## src/design/gpc_map.vh

```
// gpc_map.vh: offsets, field positions, reset values and timing counts of the pin controller
// assumes: included by gpc_port.v only, 32-bit APB data, byte addressed
`ifndef GPC_MAP_VH
`define GPC_MAP_VH

// data register group: bit 4 picks the register, bits 3:2 pick the operation
`define GPC_OFS_DIR 8'h00
`define GPC_OFS_DIRCLR 8'h04
`define GPC_OFS_DIRSET 8'h08
`define GPC_OFS_DIRTGL 8'h0C
`define GPC_OFS_OUT 8'h10
`define GPC_OFS_OUTCLR 8'h14
`define GPC_OFS_OUTSET 8'h18
`define GPC_OFS_OUTTGL 8'h1C
`define GPC_OFS_IN 8'h20
// configuration registers, blocked in standby
`define GPC_OFS_CTRL 8'h24
`define GPC_OFS_PMUXEN 8'h28
`define GPC_OFS_INEN 8'h2C
`define GPC_OFS_PULLEN 8'h30
`define GPC_OFS_ANALOG 8'h34
`define GPC_OFS_DBG 8'h38

// operation codes, also used by the event router port
`define GPC_OP_WR 2'h0
`define GPC_OP_CLR 2'h1
`define GPC_OP_SET 2'h2
`define GPC_OP_TGL 2'h3

// field positions
`define GPC_BIT_TARGET 4
`define GPC_CTRL_SAMPLING_W 4
`define GPC_DBG_HALT_BIT 0

// reset values
`define GPC_RST_WORD 32'h0000_0000
`define GPC_RST_CTRL 4'h0

// timing: the on-demand synchroniser costs two controller clock cycles
`define GPC_SYNC_CYC 2'h2
// one cycle to register the read data
`define GPC_RD_CYC 2'h1

`endif

```

## src/design/gpc_port.v

```verilog
// gpc_port.v: one 32-pin group of the general-purpose I/O pin controller
// assumes: CLK is the processor main clock; APB_CLKEN marks the edges of the divided bus clock;
// pads, peripheral and event router lines are provided by the surrounding chip
`include "gpc_map.vh"

module gpc_port (
  input wire CLK,
  input wire SRST,
  input wire CE,
  input wire APB_CLKEN,
  input wire PSEL,
  input wire PENABLE,
  input wire PWRITE,
  input wire [7:0] PADDR,
  input wire [31:0] PWDATA,
  input wire [3:0] PSTRB,
  output wire [31:0] PRDATA,
  output wire PREADY,
  output wire PSLVERR,
  input wire LB_SEL,
  input wire LB_WRITE,
  input wire [7:0] LB_ADDR,
  input wire [31:0] LB_WDATA,
  input wire [3:0] LB_BE,
  output wire [31:0] LB_RDATA,
  input wire EV_VALID,
  input wire [1:0] EV_OP,
  input wire [31:0] EV_MASK,
  output wire EV_READY,
  input wire DEBUG_HALT,
  input wire EXT_DEBUG,
  input wire WPROT_EN,
  input wire STANDBY,
  input wire SHUTDOWN,
  input wire [31:0] PAD_IN,
  output wire [31:0] PAD_OUT,
  output wire [31:0] PAD_OE_N,
  output wire [31:0] PAD_INEN,
  output wire [31:0] PAD_PULLEN,
  output wire [31:0] PAD_PULLUP,
  input wire [31:0] PERIPH_OUT,
  input wire [31:0] PERIPH_OE,
  output wire [31:0] PERIPH_IN
);

////////////////////////////////////////////////////////////////////////////////
// state

reg [31:0] dir_q;
reg [31:0] out_q;
reg [3:0] ctrl_q;
reg [31:0] pmuxen_q;
reg [31:0] inen_q;
reg [31:0] pullen_q;
reg [31:0] analog_q;
reg dbg_q;
reg [31:0] sync1_q;
reg [31:0] sync2_q;
reg [31:0] pad_out_q;
reg [31:0] pad_oe_n_q;
reg [31:0] pad_inen_q;
reg [31:0] pad_pullen_q;
reg [31:0] pad_pullup_q;
reg [31:0] prdata_q;
reg [31:0] lb_rdata_q;
reg [1:0] wait_q;

// byte lanes to bit mask
function [31:0] lane_mask;
  input [3:0] be;
  begin
    lane_mask = {{8{be[3]}}, {8{be[2]}}, {8{be[1]}}, {8{be[0]}}};
  end
endfunction

// one atomic update of a data register; unselected lanes keep their bits
function [31:0] apply_op;
  input [31:0] cur;
  input [1:0] op;
  input [31:0] d;
  input [31:0] m;
  begin
    case (op)
      `GPC_OP_WR: apply_op = (cur & ~m) | (d & m);
      `GPC_OP_CLR: apply_op = cur & ~(d & m);
      `GPC_OP_SET: apply_op = cur | (d & m);
      `GPC_OP_TGL: apply_op = cur ^ (d & m);
      default: apply_op = cur;
    endcase
  end
endfunction

////////////////////////////////////////////////////////////////////////////////
// access arbitration

wire halted = DEBUG_HALT & dbg_q;
wire lb_data = (LB_ADDR[7:5] == 3'h0);
wire lb_wr = LB_SEL & LB_WRITE & lb_data;
wire ev_go = EV_VALID & ~LB_SEL & ~halted;
assign EV_READY = ~LB_SEL & ~halted;
wire apb_access = PSEL & PENABLE;
// bridge stalls on any concurrent access
wire apb_clash = LB_SEL | EV_VALID;
wire apb_is_data = (PADDR[7:5] == 3'h0);
wire apb_is_in = (PADDR == `GPC_OFS_IN);
wire apb_is_cfg = (PADDR == `GPC_OFS_CTRL) | (PADDR == `GPC_OFS_PMUXEN) | (PADDR == `GPC_OFS_INEN) |
                  (PADDR == `GPC_OFS_PULLEN) | (PADDR == `GPC_OFS_ANALOG) | (PADDR == `GPC_OFS_DBG);
wire apb_mapped = apb_is_data | apb_is_in | apb_is_cfg;
wire all_sampling = &ctrl_q;
// input reads take two extra cycles unless all four CTRL sampling bits are set
wire [1:0] need = (apb_is_in & ~PWRITE & ~all_sampling) ? (`GPC_RD_CYC + `GPC_SYNC_CYC) : `GPC_RD_CYC;
// protection lifted for debug halt and debugger
wire wprot = WPROT_EN & ~DEBUG_HALT & ~EXT_DEBUG;
wire apb_err = ~apb_mapped | (apb_is_cfg & STANDBY) | (PWRITE & (apb_is_in | wprot));
// bridge answers only on bus clock edges
// a frozen clock enable must not complete a transfer it cannot apply
assign PREADY = apb_access & APB_CLKEN & CE & ~apb_clash & (wait_q >= need);
assign PSLVERR = PREADY & apb_err;
wire apb_wr = PREADY & PWRITE & ~apb_err;
wire ondemand = apb_access & apb_is_in & ~PWRITE;
assign PRDATA = prdata_q;
assign LB_RDATA = lb_rdata_q;

////////////////////////////////////////////////////////////////////////////////
// read data

wire [31:0] in_val = sync2_q & inen_q;
reg [31:0] apb_rd;
reg [31:0] lb_rd;

always @* begin
  apb_rd = `GPC_RST_WORD;
  if (!(apb_is_cfg & STANDBY)) begin
    case (PADDR)
      `GPC_OFS_DIR, `GPC_OFS_DIRCLR, `GPC_OFS_DIRSET, `GPC_OFS_DIRTGL: apb_rd = dir_q;
      `GPC_OFS_OUT, `GPC_OFS_OUTCLR, `GPC_OFS_OUTSET, `GPC_OFS_OUTTGL: apb_rd = out_q;
      `GPC_OFS_IN: apb_rd = in_val;
      `GPC_OFS_CTRL: apb_rd = {28'h000_0000, ctrl_q};
      `GPC_OFS_PMUXEN: apb_rd = pmuxen_q;
      `GPC_OFS_INEN: apb_rd = inen_q;
      `GPC_OFS_PULLEN: apb_rd = pullen_q;
      `GPC_OFS_ANALOG: apb_rd = analog_q;
      `GPC_OFS_DBG: apb_rd = {31'h0000_0000, dbg_q};
      default: apb_rd = `GPC_RST_WORD;
    endcase
  end
end

// local bus sees dir, out and the read-only input
always @* begin
  case (LB_ADDR)
    `GPC_OFS_DIR, `GPC_OFS_DIRCLR, `GPC_OFS_DIRSET, `GPC_OFS_DIRTGL: lb_rd = dir_q;
    `GPC_OFS_OUT, `GPC_OFS_OUTCLR, `GPC_OFS_OUTSET, `GPC_OFS_OUTTGL: lb_rd = out_q;
    `GPC_OFS_IN: lb_rd = in_val;
    default: lb_rd = `GPC_RST_WORD;
  endcase
end

////////////////////////////////////////////////////////////////////////////////
// registers

wire [31:0] lb_m = lane_mask(LB_BE);
wire [31:0] apb_m = lane_mask(PSTRB);

////////////////////////////////////////////////////////////////////////////////
// next state

reg [31:0] dir_d;
reg [31:0] out_d;
reg [3:0] ctrl_d;
reg [31:0] pmuxen_d;
reg [31:0] inen_d;
reg [31:0] pullen_d;
reg [31:0] analog_d;
reg dbg_d;
reg [31:0] prdata_d;
reg [31:0] lb_rdata_d;
reg [1:0] wait_d;

// wait counter saturates so a long wait for a bus clock edge cannot wrap it; a clash holds it
always @* begin
  wait_d = wait_q;
  if (!apb_access | PREADY) begin
    wait_d = 2'h0;
  end else if (~apb_clash & (wait_q != 2'h3)) begin
    wait_d = wait_q + 2'h1;
  end
end

always @* begin
  dir_d = dir_q;
  out_d = out_q;
  ctrl_d = ctrl_q;
  pmuxen_d = pmuxen_q;
  inen_d = inen_q;
  pullen_d = pullen_q;
  analog_d = analog_q;
  dbg_d = dbg_q;
  prdata_d = prdata_q;
  lb_rdata_d = lb_rdata_q;
  // answer on the next edge, never a wait
  if (LB_SEL & ~LB_WRITE) begin
    lb_rdata_d = lb_rd;
  end
  // read data stands before ready, so the master takes it at the ready edge
  if (apb_access & ~PREADY) begin
    prdata_d = apb_rd;
  end
  // local write now, bridge stays stalled
  if (lb_wr) begin
    if (LB_ADDR[`GPC_BIT_TARGET]) begin
      out_d = apply_op(out_q, LB_ADDR[3:2], LB_WDATA, lb_m);
    end else begin
      dir_d = apply_op(dir_q, LB_ADDR[3:2], LB_WDATA, lb_m);
    end
  end else if (ev_go) begin
    // event actions act on output values
    out_d = apply_op(out_q, EV_OP, EV_MASK, 32'hFFFF_FFFF);
  end else if (apb_wr) begin
    // same data registers through the bridge
    if (apb_is_data & PADDR[`GPC_BIT_TARGET]) begin
      out_d = apply_op(out_q, PADDR[3:2], PWDATA, apb_m);
    end else if (apb_is_data) begin
      dir_d = apply_op(dir_q, PADDR[3:2], PWDATA, apb_m);
    end
    case (PADDR)
      `GPC_OFS_CTRL: begin
        if (PSTRB[0]) begin
          ctrl_d = PWDATA[3:0];
        end
      end
      `GPC_OFS_PMUXEN: pmuxen_d = (pmuxen_q & ~apb_m) | (PWDATA & apb_m);
      `GPC_OFS_INEN: inen_d = (inen_q & ~apb_m) | (PWDATA & apb_m);
      `GPC_OFS_PULLEN: pullen_d = (pullen_q & ~apb_m) | (PWDATA & apb_m);
      `GPC_OFS_ANALOG: analog_d = (analog_q & ~apb_m) | (PWDATA & apb_m);
      `GPC_OFS_DBG: begin
        if (PSTRB[0]) begin
          dbg_d = PWDATA[`GPC_DBG_HALT_BIT];
        end
      end
      default: dbg_d = dbg_q;
    endcase
  end
end

////////////////////////////////////////////////////////////////////////////////
// register update

always @(posedge CLK) begin
  if (SRST | SHUTDOWN) begin
    dir_q <= `GPC_RST_WORD;
    out_q <= `GPC_RST_WORD;
    ctrl_q <= `GPC_RST_CTRL;
    pmuxen_q <= `GPC_RST_WORD;
    inen_q <= `GPC_RST_WORD;
    pullen_q <= `GPC_RST_WORD;
    analog_q <= `GPC_RST_WORD;
    dbg_q <= 1'b0;
    prdata_q <= `GPC_RST_WORD;
    lb_rdata_q <= `GPC_RST_WORD;
    wait_q <= 2'h0;
  end else if (CE) begin
    dir_q <= dir_d;
    out_q <= out_d;
    ctrl_q <= ctrl_d;
    pmuxen_q <= pmuxen_d;
    inen_q <= inen_d;
    pullen_q <= pullen_d;
    analog_q <= analog_d;
    dbg_q <= dbg_d;
    prdata_q <= prdata_d;
    lb_rdata_q <= lb_rdata_d;
    wait_q <= wait_d;
  end
end

////////////////////////////////////////////////////////////////////////////////
// per-pin synchroniser and pad latch

assign PAD_OUT = pad_out_q;
assign PAD_OE_N = pad_oe_n_q;
assign PAD_INEN = pad_inen_q;
assign PAD_PULLEN = pad_pullen_q;
assign PAD_PULLUP = pad_pullup_q;
// peripheral reads the synchronised pad level
assign PERIPH_IN = sync2_q & pmuxen_q;

genvar i;
generate
  for (i = 0; i < 32; i = i + 1) begin : g_pin
    // clocking only on demand saves power; continuous groups cost more
    wire samp = ctrl_q[i / 8] | ondemand | pmuxen_q[i];
    wire dig = ~analog_q[i];
    wire pmux = pmuxen_q[i] & dig;
    wire drive = pmux ? PERIPH_OE[i] : dir_q[i];
    // analog pin: no driver, input or pull
    wire nxt_oe_n = ~(dig & drive);
    wire nxt_out = pmux ? PERIPH_OUT[i] : out_q[i];
    wire nxt_inen = dig & (pmux | inen_q[i]);
    // pull only undriven, direction from output bit
    wire nxt_pull = dig & ~pmux & ~dir_q[i] & pullen_q[i];

    always @(posedge CLK) begin
      if (SRST | SHUTDOWN) begin
        sync1_q[i] <= 1'b0;
        sync2_q[i] <= 1'b0;
      end else if (CE & ~halted & samp) begin
        sync1_q[i] <= PAD_IN[i];
        sync2_q[i] <= sync1_q[i];
      end
    end

    always @(posedge CLK) begin
      // reset: input, driver, buffer, pull off
      if (SRST) begin
        pad_oe_n_q[i] <= 1'b1;
        pad_out_q[i] <= 1'b0;
        pad_inen_q[i] <= 1'b0;
        pad_pullen_q[i] <= 1'b0;
        pad_pullup_q[i] <= 1'b0;
      end else if (CE & ~SHUTDOWN) begin
        pad_oe_n_q[i] <= nxt_oe_n;
        pad_out_q[i] <= nxt_out;
        pad_inen_q[i] <= nxt_inen;
        pad_pullen_q[i] <= nxt_pull;
        pad_pullup_q[i] <= out_q[i];
      end
    end
  end
endgenerate

endmodule // gpc_port

```

## config.mk

```make
export PLATFORM = sky130hd
export DESIGN_NAME = gpc_port
export DESIGN_NICKNAME = d
export VERILOG_FILES = /design/src/design/gpc_port.v
export VERILOG_INCLUDE_DIRS = /design/src /design/src/design
export SDC_FILE = /design/constraint.sdc
export NUM_CORES = 1
export LEC_CHECK = 0
export BUFFER_PORTS_ARGS = -buffer_cell sky130_fd_sc_hd__clkbuf_2
export CAP_MARGIN = 10
export CORE_MARGIN = 2
export CORE_UTILIZATION = 50
export CTS_BUF_LIST = sky130_fd_sc_hd__clkbuf_8
export DETAILED_ROUTE_END_ITERATION = 8
export PLACE_DENSITY = 0.75
export SLEW_MARGIN = 10
export SYNTH_ARGS = -nofsm -noshare
export SYNTH_HDL_FRONTEND = slang
export SYNTH_SLANG_ARGS = --single-unit
```

## constraint.sdc

```tcl
create_clock -name CLK -period 3.2 [get_ports CLK]
set_clock_uncertainty 0.2 [all_clocks]
set_input_delay 0.16 -clock CLK [delete_from_list [all_inputs] [get_ports CLK]]
set_output_delay 0.16 -clock CLK [all_outputs]
set_load 0.01 [all_outputs]
```

==> flow_summary.json <==
{
  "placed_area_um2": 32600,
  "grt_usage": 0.372,
  "status": "finished, final reports clean",
  "syn_inst": 3624,
  "power_density_nw_per_um2": 380,
  "min_path_type": "input port to register",
  "synth_commonest_cells": "nand2_1, dfxtp_1, a21oi_1, nor2_1, clkbuf_1",
  "synth_seq_cells": 487,
  "synth_top_family_by_area": "compound AO/OA/AOI/OAI gates",
  "endpoint_kind": "register",
  "die_h_um": 246,
  "fin_hold_ws_ns": 0.0226,
  "holdPathEnd": "out_q[11]$_SDFFE_PP0P_",
  "async_reset_ff_frac": 0,
  "io_pins": 492,
  "min_period_over_period": 0.986,
  "setup_viol": 0,
  "r2r_start": "ctrl_q[0]$_SDFFE_PP0P_",
  "area_growth_pct": 25.0,
  "gp_congestion": 0.950,
  "initial_core_util": 0.506,
  "synth_compound_area_frac": 0.244,
  "synth_area_leaders": "dfxtp_1, mux2i_1, ha_1, nand2_1, a21oi_1",
  "synthMuxAreaShare": 0.111,
  "grt_pass1_wl_mm": 174,
  "cp-start-kind": "register",
  "crit_required_ns": 3.58,
  "arrival_ns": 3.54,
  "worstSetupPathType": "register to register",
  "grt_pass1_vias": 29300,
  "synth_most_common_cell": "nand2_1",
  "portBuffers": 491,
  "dieArea_um2": 60300,
  "yosys.area.top_type": "dfxtp_1",
  "worstHoldStart": "EV_MASK[11]",
  "htreeDepth": 3,
  "synthesis.nets": 4051,
  "totalPowerFinal_uw": 13800,
  "synth_edf_count": 0,
  "ant_nets": 0,
  "via_count": 31500,
  "clkLatencyLatePin_ns": 0.72,
  "tns_ns": 0,
  "min_path_cells": 6,
  "hold_violations": 0,
  "nets": 4658,
  "synth_top_area_share": 0.334,
  "rows": 88,
  "synth_fa_ha_area_frac": 0.0832,
  "slew_headroom": 0.203,
  "synth_cell_types": 64,
  "routedWlPerCell_um": 23.1,
  "r2r_setup_slack_ns": 0.05,
  "slew_viol_final": 0,
  "synthSimpleGateAreaFrac": 0.169,
  "maxCapViolCount": 0,
  "drive_gt1_frac": 0.193,
  "clock-root-buffer": "clkbuf_8",
  "core-area_um2": 57700,
  "initialDrtViolationCount": 3624,
  "cts_buffers": 85,
  "die_w_um": 246,
  "clockBufferDepth": 3,
  "r2r_cells": 11,
  "drt_wl_total_mm": 117,
  "drc": 0,
  "grt_max_degree": 163,
  "dp_hpwl_mm": 80.3,
  "synth_xor_area_frac": 0,
  "tightestPinTransition_ns": 1.19,
  "final_area_um2": 36500,
  "ir_drop_mv": 0.330,
  "cts_tree": "yes",
  "finalCriticalPeriod_ns": 3.15,
  "syn_area_um2": 29200,
  "ys_seq_area_frac": 0.334,
  "via_per_inst": 6.22,
  "clk_pin_slew_ns": 0.07,
  "r2r-end": "ctrl_q[2]$_SDFFE_PP0P_",
  "max_freq_mhz": 317,
  "syn_avg_cell_area_um2": 8.05,
  "cp_max_fo": 11,
  "synth-main-ff-cell": "dfxtp_1",
  "grt-ovfl-total": 0,
  "p_leak_uw": 0.0160,
  "dr.pass1.iters": 7,
  "antenna_found_initial": 7,
  "ys_warn_count": 0,
  "cts.sinks": 487
}
==> placed cells by master (no fill, tap or decap), types with 25 or more instances in the layout <==
cell type,Yosys,layout
a21oi_1,335,333
nand3_1,31,31
nand2_1,523,522
buf_4,0,115
a221oi_1,77,77
o21ai_0,171,171
ha_1,194,194
mux2_2,37,37
o31ai_1,34,34
o22ai_1,25,25
and2_1,53,53
a32o_1,33,32
clkbuf_8,0,101
inv_1,135,161
a31oi_1,39,38
dfxtp_1,487,486
nor2_1,329,325
nor3_1,40,38
a22oi_1,65,64
a211o_1,32,32
mux2i_1,254,254
clkbuf_2,1,484
a211oi_1,169,169
o2bb2ai_1,27,27
dlygate4sd3_1,0,220
==> layer usage <==
metal  global-route usage  part of all wire
met5                    0           0.00011
met4                0.180             0.048
met3               0.0891              0.11
met1                0.488              0.40
met2                0.574              0.44
==> power breakdown <==
group | switching [µW] | internal [µW] | leakage [µW]
clock | 2760 | 3020 | 0.000941
sequential | 52.5 | 6120 | 0.00393
combinational | 1150 | 751 | 0.0111
==> cell type report <==
| cell class | count | area, µm² |
|---|---|---|
| clock inverters | 41 | 249 |
| diodes | 7 | 17.5 |
| clock buffers | 101 | 1390 |
| well taps | 765 | 957 |
| fillers | 5035 | 21200 |
| flip-flops and latches | 487 | 9750 |
| multi-input cells | 2688 | 17800 |
| inverters | 135 | 507 |
| repair buffers | 834 | 5750 |
==> stage by stage <==
step	util	std cells	worst slack, ns
finish	0.632	5058	0.0462
global route	0.632	5055	-0.00213
CTS	0.631	5049	0.0184
detailed placement	0.565	4687	-0.0563
global placement	0.565	4687	-0.00542
floorplan	-	3624	0.0337
==> logic make-up after synthesis <==
| kind of cell | Yosys count |
|---|---|
| compound gates | 1082 |
| fa+ha+maj | 194 |
| buf+inv | 449 |
| flops | 487 |
| mux | 303 |
| simple gates | 1109 |
==> critical path, cell delays in order, from the launching register on <==
cell,delay (ns)
dfxtp_2,0.41
a41oi_2,0.18
nand4_1,0.12
ha_1,0.31
a21oi_2,0.07
buf_4,0.18
nor3_4,0.16
buf_6,0.20
nand4b_1,0.28
mux2i_1,0.24
dlygate4sd3_1,0.60
nor2_1,0.05
==> worst max-delay path by stage <==
stage                     depth (start not counted)              startpoint                      end  slack, ns
final                                            11  ctrl_q[0]$_SDFFE_PP0P_   ctrl_q[2]$_SDFFE_PP0P_       0.05
after global routing                             11  ctrl_q[0]$_SDFFE_PP0P_   ctrl_q[2]$_SDFFE_PP0P_     -0.002
after CTS                                         8                PADDR[2]                  PSLVERR       0.02
after detailed placement                         12                PADDR[1]                 register      -0.06
after global placement                           12                PADDR[1]                 register     -0.005
after floorplan                                  12                PADDR[3]  PRDATA[27]$_SDFFE_PP0P_       0.03
==> what timing repair did <==
| item | 4_1_cts | 5_1_grt |
|---|---|---|
| resized for setup | 1 | 3 |
| setup endpoints to repair | 1 | 3 |
| pin swaps | 0 | 1 |
| hold buffers | 220 | 0 |
| setup buffers | 0 | 2 |
| hold endpoints to repair | 392 | 0 |
No activity file was read; power rests on OpenSTA's default activity.
